==> src/verilog/iosd_pkg.sv <==
// Purpose: shared constants and carriers for the terminal status display
// Assumes: 100 MHz core clock, byte addresses on the register port
// Notes: segment bytes are ordered {dp, g, f, e, d, c, b, a}
package iosd_pkg;

    // ----------------------------------------------------------------
    // register port
    // ----------------------------------------------------------------
    localparam int ADDR_W = 8;
    localparam int DATA_W = 32;
    localparam logic [ADDR_W-1:0] CTRL_OFS = 8'h00;
    localparam logic [ADDR_W-1:0] IN_WORD_OFS = 8'h04;
    localparam logic [ADDR_W-1:0] OUT_WORD_OFS = 8'h08;
    localparam logic [ADDR_W-1:0] DISPLAY_OFS = 8'h0C;
    localparam logic [ADDR_W-1:0] PINS_OFS = 8'h10;

    // ctrl field positions
    localparam int CTRL_HEX_BIT = 0;
    localparam int CTRL_COMM_BIT = 1;
    localparam int CTRL_OUTSEL_BIT = 2;
    localparam int CTRL_INVERT_BIT = 3;
    localparam logic [3:0] CTRL_RESET = 4'h0;

    // ----------------------------------------------------------------
    // status word bit positions
    // ----------------------------------------------------------------
    localparam int IN_FWD_BIT = 0;
    localparam int IN_REV_BIT = 1;
    localparam int IN_MPA_BIT = 2;
    localparam int IN_MPB_BIT = 3;
    localparam int IN_MPC_BIT = 4;
    localparam int IN_LFWD_BIT = 13;
    localparam int IN_LREV_BIT = 14;
    localparam int IN_LRST_BIT = 15;
    localparam int OUT_TR_BIT = 0;
    localparam int OUT_RELAY_BIT = 8;
    localparam logic [15:0] WORD_RESET = 16'h0000;

    // ----------------------------------------------------------------
    // segment positions within a digit byte
    // ----------------------------------------------------------------
    localparam int SEG_A = 0;
    localparam int SEG_B = 1;
    localparam int SEG_C = 2;
    localparam int SEG_D = 3;
    localparam int SEG_E = 4;
    localparam int SEG_F = 5;
    localparam int SEG_G = 6;
    localparam int SEG_DP = 7;
    localparam logic [7:0] SEG_DARK = 8'h00;
    localparam int NUM_DIGITS = 4;

    // ----------------------------------------------------------------
    // timing
    // ----------------------------------------------------------------
    localparam int CLK_FREQ_HZ = 100_000_000;
    localparam int BLINK_HALF_MS = 500;
    localparam int BLINK_HALF_CYC = (CLK_FREQ_HZ / 1000) * BLINK_HALF_MS;

    // 1 = terminal shorted to its return / contact closed
    typedef struct packed {
        logic link_reset;
        logic link_reverse;
        logic link_forward;
        logic relay_no;
        logic transistor;
        logic mp_c;
        logic mp_b;
        logic mp_a;
        logic reverse;
        logic forward;
    } iosd_pins_s;

    typedef struct packed {
        logic invert;
        logic out_select;
        logic comm_view;
        logic hex_mode;
    } iosd_ctrl_s;

    typedef struct packed {
        logic [ADDR_W-1:0] addr;
        logic [DATA_W-1:0] wdata;
        logic wr_stb;
        logic rd_stb;
    } iosd_bus_s;

endpackage

==> src/verilog/iosd_hex_seg.sv <==
// Purpose: one hexadecimal nibble to a seven-segment pattern
// Assumes: segments active high, byte {dp, g, f, e, d, c, b, a}
// Notes: letters b and d in lower case so they differ from 8 and 0
`timescale 1ns/100ps
module iosd_hex_seg (
    input wire logic [3:0] nibble,
    output logic [7:0] seg
);
    import iosd_pkg::*;

    always_comb begin
        case (nibble)
            4'h0: seg = 8'h3F;
            4'h1: seg = 8'h06;
            4'h2: seg = 8'h5B;
            4'h3: seg = 8'h4F;
            4'h4: seg = 8'h66;
            4'h5: seg = 8'h6D;
            4'h6: seg = 8'h7D;
            4'h7: seg = 8'h07;
            4'h8: seg = 8'h7F;
            4'h9: seg = 8'h6F;
            4'hA: seg = 8'h77;
            4'hB: seg = 8'h7C;
            4'hC: seg = 8'h39;
            4'hD: seg = 8'h5E;
            4'hE: seg = 8'h79;
            4'hF: seg = 8'h71;
            default: seg = SEG_DARK;
        endcase
    end

endmodule

==> src/verilog/iosd_top.sv <==
// Purpose: shows terminal on/off states on a four digit segment monitor
// Assumes: terminal inputs are levels, 1 = shorted to their return
// Notes: two display modes selected from the control register
`timescale 1ns/100ps

// Notes on behaviour
// [RL1] rightmost digit a-e show five inputs
// [RL2] third digit a shows transistor output
// [RL3] leftmost digit a shows relay contact
// [RL4] all inputs open: g blinks everywhere
// [RL5] hex mode: 16-bit word, unused bits zero
// [RL6] input word: forward, reverse, multipurpose bits
// [RL7] output word bit 0: transistor output
// [RL8] output word bit 8: relay contact
// [RL9] bits 15-12 leftmost down to 3-0
// [RL10] link commands at bits 13-15, second digit
// [RL11] link view: active-high only, no inversion
// [RL12] two flip-flop sync on terminal inputs
module iosd_top #(
    parameter int BLINK_HALF_CYCLES = iosd_pkg::BLINK_HALF_CYC
) (
    input wire logic core_clk,
    input wire logic sys_rst,
    input wire logic run_forward_input,
    input wire logic run_reverse_input,
    input wire logic multipurpose_input_a,
    input wire logic multipurpose_input_b,
    input wire logic multipurpose_input_c,
    input wire logic transistor_output,
    input wire logic relay_normally_open,
    input wire logic link_forward_command,
    input wire logic link_reverse_command,
    input wire logic link_alarm_reset,
    input wire logic [iosd_pkg::ADDR_W-1:0] reg_addr,
    input wire logic [iosd_pkg::DATA_W-1:0] reg_wdata,
    input wire logic reg_wr_stb,
    input wire logic reg_rd_stb,
    output logic [iosd_pkg::DATA_W-1:0] reg_rdata,
    output logic [7:0] digit_rightmost,
    output logic [7:0] digit_second,
    output logic [7:0] digit_third,
    output logic [7:0] digit_leftmost
);
    import iosd_pkg::*;

    // ----------------------------------------------------------------
    // state
    // ----------------------------------------------------------------
    typedef struct packed {
        iosd_pins_s sync_a;
        iosd_pins_s sync_b;
        iosd_ctrl_s ctrl;
        logic [31:0] blink_cnt;
        logic blink_phase;
        logic [15:0] in_word;
        logic [15:0] out_word;
        logic [NUM_DIGITS-1:0][7:0] segs;
        logic [DATA_W-1:0] rdata;
    } iosd_state_s;

    iosd_state_s st_q;
    iosd_state_s st_d;
    iosd_pins_s pins_raw;
    iosd_pins_s pins_eff;
    iosd_bus_s bus;
    logic [15:0] in_word_c;
    logic [15:0] out_word_c;
    logic [15:0] hex_word;
    logic [NUM_DIGITS-1:0][7:0] hex_segs;
    logic [NUM_DIGITS-1:0][7:0] onoff_segs;
    logic all_open;
    logic blink_tick;

    localparam logic [31:0] BLINK_LAST = 32'(BLINK_HALF_CYCLES - 1);

    // ----------------------------------------------------------------
    // input gathering
    // ----------------------------------------------------------------
    always_comb begin
        pins_raw.forward = run_forward_input;
        pins_raw.reverse = run_reverse_input;
        pins_raw.mp_a = multipurpose_input_a;
        pins_raw.mp_b = multipurpose_input_b;
        pins_raw.mp_c = multipurpose_input_c;
        pins_raw.transistor = transistor_output;
        pins_raw.relay_no = relay_normally_open;
        pins_raw.link_forward = link_forward_command;
        pins_raw.link_reverse = link_reverse_command;
        pins_raw.link_reset = link_alarm_reset;
        bus.addr = reg_addr;
        bus.wdata = reg_wdata;
        bus.wr_stb = reg_wr_stb;
        bus.rd_stb = reg_rd_stb;
    end

    // ----------------------------------------------------------------
    // effective input levels
    // ----------------------------------------------------------------
    // only the second sync stage is looked at from here on
    always_comb begin
        pins_eff = st_q.sync_b; // RL12
        if (st_q.ctrl.invert && !st_q.ctrl.comm_view) begin
            pins_eff.forward = !st_q.sync_b.forward;
            pins_eff.reverse = !st_q.sync_b.reverse;
            pins_eff.mp_a = !st_q.sync_b.mp_a;
            pins_eff.mp_b = !st_q.sync_b.mp_b;
            pins_eff.mp_c = !st_q.sync_b.mp_c;
        end
        // link view never inverts anything
        if (!st_q.ctrl.comm_view) begin // RL11
            pins_eff.link_forward = 1'b0;
            pins_eff.link_reverse = 1'b0;
            pins_eff.link_reset = 1'b0;
        end
    end

    // ----------------------------------------------------------------
    // status words
    // ----------------------------------------------------------------
    always_comb begin
        in_word_c = WORD_RESET; // RL5
        in_word_c[IN_FWD_BIT] = pins_eff.forward; // RL6
        in_word_c[IN_REV_BIT] = pins_eff.reverse; // RL6
        in_word_c[IN_MPA_BIT] = pins_eff.mp_a; // RL6
        in_word_c[IN_MPB_BIT] = pins_eff.mp_b; // RL6
        in_word_c[IN_MPC_BIT] = pins_eff.mp_c; // RL6
        in_word_c[IN_LFWD_BIT] = pins_eff.link_forward; // RL10
        in_word_c[IN_LREV_BIT] = pins_eff.link_reverse; // RL10
        in_word_c[IN_LRST_BIT] = pins_eff.link_reset; // RL10
        out_word_c = WORD_RESET; // RL5
        out_word_c[OUT_TR_BIT] = pins_eff.transistor; // RL7
        // open side low: the normally-closed side is then made
        out_word_c[OUT_RELAY_BIT] = pins_eff.relay_no; // RL8
    end

    // ----------------------------------------------------------------
    // blink check and divider
    // ----------------------------------------------------------------
    // link inputs count as inputs only while they are on display
    assign all_open = !(pins_eff.forward || pins_eff.reverse || pins_eff.mp_a
        || pins_eff.mp_b || pins_eff.mp_c || pins_eff.link_forward
        || pins_eff.link_reverse || pins_eff.link_reset);
    assign blink_tick = (st_q.blink_cnt == BLINK_LAST);

    // ----------------------------------------------------------------
    // hexadecimal digits
    // ----------------------------------------------------------------
    // the word on show is the one registered, so the digits lag it a cycle
    assign hex_word = st_q.ctrl.out_select ? st_q.out_word : st_q.in_word;

    genvar gi;
    generate
        for (gi = 0; gi < NUM_DIGITS; gi++) begin : g_digit
            iosd_hex_seg u_hex (
                .nibble(hex_word[gi*4 +: 4]), // RL9
                .seg(hex_segs[gi])
            );
        end
    endgenerate

    // ----------------------------------------------------------------
    // on/off segment patterns
    // ----------------------------------------------------------------
    always_comb begin
        onoff_segs = '0;
        onoff_segs[0][SEG_A] = pins_eff.forward; // RL1
        onoff_segs[0][SEG_B] = pins_eff.reverse; // RL1
        onoff_segs[0][SEG_C] = pins_eff.mp_a; // RL1
        onoff_segs[0][SEG_D] = pins_eff.mp_b; // RL1
        onoff_segs[0][SEG_E] = pins_eff.mp_c; // RL1
        onoff_segs[1][SEG_F] = pins_eff.link_forward; // RL10
        onoff_segs[1][SEG_G] = pins_eff.link_reverse; // RL10
        onoff_segs[1][SEG_DP] = pins_eff.link_reset; // RL10
        onoff_segs[2][SEG_A] = pins_eff.transistor; // RL2
        onoff_segs[3][SEG_A] = pins_eff.relay_no; // RL3
        if (all_open) begin
            for (int i = 0; i < NUM_DIGITS; i++) begin
                onoff_segs[i][SEG_G] = st_q.blink_phase; // RL4
            end
        end
    end

    // ----------------------------------------------------------------
    // next state
    // ----------------------------------------------------------------
    always_comb begin
        st_d = st_q;
        st_d.sync_a = pins_raw; // RL12
        st_d.sync_b = st_q.sync_a; // RL12
        st_d.in_word = in_word_c;
        st_d.out_word = out_word_c;

        // free running so the blink rate is steady from the first tick
        if (blink_tick) begin
            st_d.blink_cnt = 32'h0000_0000;
            st_d.blink_phase = !st_q.blink_phase; // RL4
        end else begin
            st_d.blink_cnt = st_q.blink_cnt + 32'h0000_0001;
        end

        if (st_q.ctrl.hex_mode) begin
            st_d.segs = hex_segs; // RL5
        end else begin
            st_d.segs = onoff_segs;
        end

        if (bus.wr_stb && bus.addr == CTRL_OFS) begin
            st_d.ctrl.hex_mode = bus.wdata[CTRL_HEX_BIT];
            st_d.ctrl.comm_view = bus.wdata[CTRL_COMM_BIT];
            st_d.ctrl.out_select = bus.wdata[CTRL_OUTSEL_BIT];
            st_d.ctrl.invert = bus.wdata[CTRL_INVERT_BIT];
        end

        // read data stands for one cycle only, unmapped reads give zero
        st_d.rdata = '0;
        if (bus.rd_stb) begin
            case (bus.addr)
                CTRL_OFS: st_d.rdata = {28'h000_0000, st_q.ctrl};
                IN_WORD_OFS: st_d.rdata = {16'h0000, st_q.in_word};
                OUT_WORD_OFS: st_d.rdata = {16'h0000, st_q.out_word};
                DISPLAY_OFS: st_d.rdata = st_q.segs;
                PINS_OFS: st_d.rdata = {22'h00_0000, st_q.sync_b};
                default: st_d.rdata = '0;
            endcase
        end
    end

    // ----------------------------------------------------------------
    // state register
    // ----------------------------------------------------------------
    always_ff @(posedge core_clk or posedge sys_rst) begin
        if (sys_rst) begin
            st_q.sync_a <= '0;
            st_q.sync_b <= '0;
            st_q.ctrl <= CTRL_RESET;
            st_q.blink_cnt <= 32'h0000_0000;
            st_q.blink_phase <= 1'b0;
            st_q.in_word <= WORD_RESET;
            st_q.out_word <= WORD_RESET;
            st_q.segs <= '0;
            st_q.rdata <= '0;
        end else begin
            st_q <= st_d;
        end
    end

    // ----------------------------------------------------------------
    // outputs
    // ----------------------------------------------------------------
    assign reg_rdata = st_q.rdata;
    assign digit_rightmost = st_q.segs[0];
    assign digit_second = st_q.segs[1];
    assign digit_third = st_q.segs[2];
    assign digit_leftmost = st_q.segs[3];

endmodule

==> config.mk <==
export PLATFORM = sky130hd
export DESIGN_NAME = iosd_top
export DESIGN_NICKNAME = d
export VERILOG_FILES = /design/src/verilog/iosd_pkg.sv /design/src/verilog/iosd_hex_seg.sv /design/src/verilog/iosd_top.sv
export SDC_FILE = /design/constraint.sdc
export NUM_CORES = 1
export LEC_CHECK = 0
export ABC_AREA = 1
export BUFFER_PORTS_ARGS = -buffer_cell sky130_fd_sc_hd__buf_2
export CORE_ASPECT_RATIO = 0.7
export CORE_MARGIN = 2
export CORE_UTILIZATION = 45
export DETAILED_ROUTE_END_ITERATION = 8
export MAX_ROUTING_LAYER = met4
export PLACE_DENSITY = 0.68
export SKIP_LAST_GASP = 1
export SLEW_MARGIN = 20
export SYNTH_ARGS = -nofsm -noshare
export SYNTH_HDL_FRONTEND = slang
export SYNTH_HIERARCHICAL = 1
export SYNTH_SLANG_ARGS = --single-unit
==> constraint.sdc <==
create_clock -name core_clk -period 4 [get_ports core_clk]
set_clock_uncertainty 0.2 [all_clocks]
set_input_delay 0 -clock core_clk [delete_from_list [all_inputs] [get_ports core_clk]]
set_output_delay 0 -clock core_clk [all_outputs]
set_load 0.01 [all_outputs]
After elaboration in Yosys (flattened, before gate mapping)
Memories as Yosys holds them, arrays and structs flattened.
Index checks and enable logic that the tools add are counted.
{"block": "totals", "word_cells": 69, "input_bits": 54, "mem_count": 4, "output_inout_bits": 64, "romBits": 448, "reg_bits": 131}
{"block": "classes", "n_mux": 9, "reduce_logical": 17, "n_eq_ne": 5, "add_sub_neg": 1}
{"name": "(name not given)", "words": 16, "width": 7, "rd": 1, "rd_ports_with_merged_regs": 0, "wr": 0, "line": "iosd_hex_seg.sv:12", "text": "case (nibble)"}
{"name": "(name not given)", "words": 16, "width": 7, "rd": 1, "rd_ports_with_merged_regs": 0, "wr": 0, "line": "iosd_hex_seg.sv:12"}
{"name": "(name not given)", "words": 16, "width": 7, "rd": 1, "rd_ports_with_merged_regs": 0, "wr": 0, "line": "iosd_hex_seg.sv:12"}
{"name": "(name not given)", "words": 16, "width": 7, "rd": 1, "rd_ports_with_merged_regs": 0, "wr": 0, "line": "iosd_hex_seg.sv:12"}
{"operator": "one-hot mux 32 bit (5 select lines)", "n": 1}
{"operator": "2-to-1 mux 32 bit", "n": 3}
{"operator": "adder 32 x 1 -> 32 bit, second input constant", "n": 1}
{"operator": "== test 32 x 26 -> 1 bit, second input constant", "n": 1}
{"operator": "== test 8 x 4 -> 1 bit, second input constant", "n": 2}
{"operator": "2-to-1 mux 16 bit", "n": 1}
{"operator": "== test 8 x 3 -> 1 bit, second input constant", "n": 1}
{"operator": "== test 8 x 5 -> 1 bit, second input constant", "n": 1}
{"operator": "zero test 8 bit", "n": 1}
{"operator": "zero test 1 bit", "n": 7}
{"operator": "logical OR 1 bit", "n": 7}
{"operator": "2-to-1 mux 5 bit", "n": 1}
{"operator": "2-to-1 mux 3 bit", "n": 1}
{"operator": "logical AND 1 bit", "n": 2}
{"operator": "2-to-1 mux 1 bit", "n": 2}

Longest topological paths before layout
{"block": "depth", "ltp_word": 12, "depth_mapped": 12, "mapped_depth_nobuf": 11}

By module
The synthesis kept the hierarchy.
{"module": "iosd_top", "seq_area_each_um2": 3278.1, "area_per_inst_um2": 6144.6, "cells_each": 734, "n_inst": 1}
{"module": "iosd_hex_seg", "seq_area_each_um2": 0.0, "area_per_inst_um2": 281.5, "cells_each": 54, "n_inst": 4}

Worst setup path after synthesis
OpenSTA, ideal clock, no wires.
{"block": "synth_path", "path_kind": "reg-to-reg", "startpoint": "register st_q[131] (netlist name)", "endpoint": "register st_q, in the netlist digit_rightmost[3]", "path_slack_ns": 2.100, "path_buffers": 1, "arrival_time_ns": 1.566, "stages_incl_launch_ff": 11, "setup_ns": 0.135, "required_time_ns": 3.665, "synth_period_minus_slack_ns": 1.900, "cell_sequence": "dfrtp_1 > clkbuf_1 > nor2_1 > inv_1 > ha_1 > nand2_1 > o21ai_0 > nand2_1 > nand2_1 > nor2_1 > a31oi_1"}
{"element": "from (decl)", "line": "iosd_top.sv:61", "text": "iosd_state_s st_q;"}
{"element": "from (signal assigned)", "line": "iosd_top.sv:243", "text": "st_q <= st_d;"}

==> flow_summary.ini <==
[synthesis]
synth-seq-area-share_pct = 45.09
syn_inst = 950
async_reset_ff_share_pct = 100.0
synth.distinct_cells = 31
ys.flop_type = dfrtp_1
synth_seq_cells = 131
syn_avg_cell_area_um2 = 7.653
ys_warn_count = 6
synth-edff-count = 0
syn_area_um2 = 7271

[final_layout]
areaGrowthSynthToFinish_pct = 17.59
fin_nets = 1142
nFillCells = 1427
seq_area_um2 = 3278
multiInputGateArea_um2 = 2963
layout_common_cells = 313 x nand2_1, 135 x inv_1, 131 x dfrtp_1
n_antenna_cell = 0
drive_above_1_share_pct = 15.03
final_common_cell = nand2_1

[global_route]
groute.usage.overall_pct = 21.34
overflow = 0
grt_max_degree = 71
grt_pass1_vias = 5532
antenna_found_initial = 0
grt_pass1_wl_mm = 27.35

[sta]
setup_viol = 0
setup_tns_ns = 0
worst_slew_pin_slew_ns = 0.9206
hold_violations = 0
slew_viol_final = 0
timing.fmax_ghz = 0.2850
period_needed_ns = 3.508
relSlewSlack_pct = 38.41
fin_ws_ns = 0.4918
fin_crit_sh_pct = 87.70
rsz0062_at_grt = no

[detailed_routing]
drtAntennaViolNets = 0
drt-total-wl_mm = 16.23
drt-wirelength-per-cell_um = 12.77
vias = 5749
drc = 0
dr.pass1.iters = 5
drtIter0Drc = 501
viasPerCell = 4.523

[floorplanning]
start_util_pct = 46.48
ios = 118
core_area_um2 = 15640
die_x_um = 155.9
dieArea_um2 = 17210
row_count = 38
fp.dieH_um = 110.4

[worst_setup_path]
required_ns = 4.15
crit_path_max_fanout = 6
crit_arrival_ns = 3.66
start_kind = input pin
path_class = in -> reg
worstSetupEndpointType = flip-flop

[min_path]
hold_path.class = in -> reg

[clock_tree]
cts_buffers = 17
cts_tree = built
htreeDepth = 4
cts_root_buf = clkbuf_16
clockBufferDepth = 2
path_clk_slew_ns = 0.06
clk_latency_ns = 0.41
cts.sinks = 131

[run_status]
outcome = finished, final reports clean

[power_and_ir_drop]
power_frac_seq_pct = 43.6
p_sw_mw = 0.8112
internal-power_mw = 2.411
swShare_pct = 25.18
ir_drop_v = 0.0002634
comb_power_share_pct = 9.1
power.share.clock_pct = 47.4
p_per_area_nw_per_um2 = 376.8
p_leak_nw = 4.702

[place]
dp_slack_ns = 1.791
hpwl_mm = 11.48
io_buffers = 89
gp_congestion = 0.9189

[run]
max-cap-violations = 0
-- area by class of cell --
class | count | share of cell area, %
Inverter | 143 | 6.366
Clock buffer | 20 | 5.225
Timing Repair Buffer | 140 | 10.98
Tap cell | 200 | 2.927
Clock inverter | 11 | 1.507
Sequential cell | 131 | 38.34
Multi-Input combinational cell | 626 | 34.66
-- registers in the layout, summed over array words and instances, names as in the netlist --
name	count
digit_leftmost	8
st_d	10
reg_rdata	32
digit_second	8
digit_third	8
onoff_segs	2
digit_rightmost	8
st_q	55
-- stage by stage --
step                      util, %  cell area, µm²  power [mW]  hold slack (ns)  cells
after floorplan                 -            7387       1.638          -0.1686    981
after global placement      47.95            7501       1.688         -0.09085   1192
after detailed placement    47.95            7501       1.688         -0.09063   1192
after CTS                   54.45            8517       3.242        0.0003454   1267
after global routing        54.66            8549       3.359          0.01921   1271
final                       54.66            8549       3.222          0.02774   1271
-- cell families (layout without fill, tap and decap cells) --
logic type	Yosys count	count (layout)	share of synthesized area (%)
AND/OR/NAND/NOR	521	521	30.17
buffers and inverters	224	314	15.80
flip-flops	131	131	45.09
adder cells (fa/ha/maj)	29	29	4.991
AO/OA/AOI/OAI	24	24	1.738
XOR/XNOR	15	15	1.807
other	5	36	0.2582
multiplexers	1	1	0.1549
-- power by group through the flow --
stage | sequential, mW | combinational, mW | clock, mW
6_report | 1.40 | 0.293 | 1.53
3_3_place_gp | 1.43 | 0.262 | 0
2_1_floorplan | 1.41 | 0.226 | 0
3_5_place_dp | 1.43 | 0.263 | 0
5_1_grt | 1.41 | 0.338 | 1.61
4_1_cts | 1.40 | 0.287 | 1.55
-- layer usage --
metal  part of all wire (%)  track usage, %
met1                     51           30.07
met4                    1.3           7.143
met3                    6.6           4.105
met2                     41           31.16
met5                      0               -
-- critical path, cell delays in order --
cell	delay, ns
dlygate4sd3_1	0.54
buf_2	0.13
nor2_1	0.17
nand3_1	0.09
dlygate4sd3_1	0.62
nor2_4	0.18
nand2_1	0.07
nand2_1	0.08
dlygate4sd3_1	0.56
nor2_1	0.04
dlygate4sd3_1	0.55
nor2_1	0.10
dlygate4sd3_1	0.54
-- synth_stat cells (2+ instances only) --
library cell	instances	share of area (%)
a21oi_1	6	0.41
buf_4	72	7.4
nor2_4	13	2.0
o21ai_0	13	0.89
a31oi_1	5	0.43
inv_2	6	0.31
ha_1	29	5.0
nor2_2	3	0.26
xor2_1	8	0.96
nand3_1	48	3.3
nor2_1	119	6.1
nand4_1	6	0.52
buf_6	2	0.31
conb_1	5	0.26
nor3_1	7	0.48
dfrtp_1	131	45
xnor2_1	7	0.84
nand2_1	313	16
inv_1	136	7.0
nand2_2	7	0.60
clkbuf_1	4	0.21
-- path summary, 6_finish.rpt --
| path | from | end | slack, ns | cells past startpoint |
|---|---|---|---|---|
| worst min register to register | st_d[136] | st_q[136] | 0.14 | 0 |
| min in group asynchronous | sys_rst | reg_rdata[25] | 0.10 | 3 |
| worst max register to register | st_q[137] | reg_rdata[4] | 0.74 | 8 |
| worst min-delay path | link_forward_command | st_d[140] | 0.03 | 2 |
| worst max-delay path | reg_addr[1] | reg_rdata[4] | 0.49 | 13 |
| max in group asynchronous | sys_rst | st_d[136] | 2.53 | 4 |
-- timing repair --
item | 4_1_cts | 5_1_grt
hold buffers | 44 | 1
setup buffers | 0 | 4
endpoints found under the setup margin | 0 | 2
endpoints found under the hold margin | 95 | 1
resized for setup | 0 | 1
No activity file was read; power rests on OpenSTA's default activity.
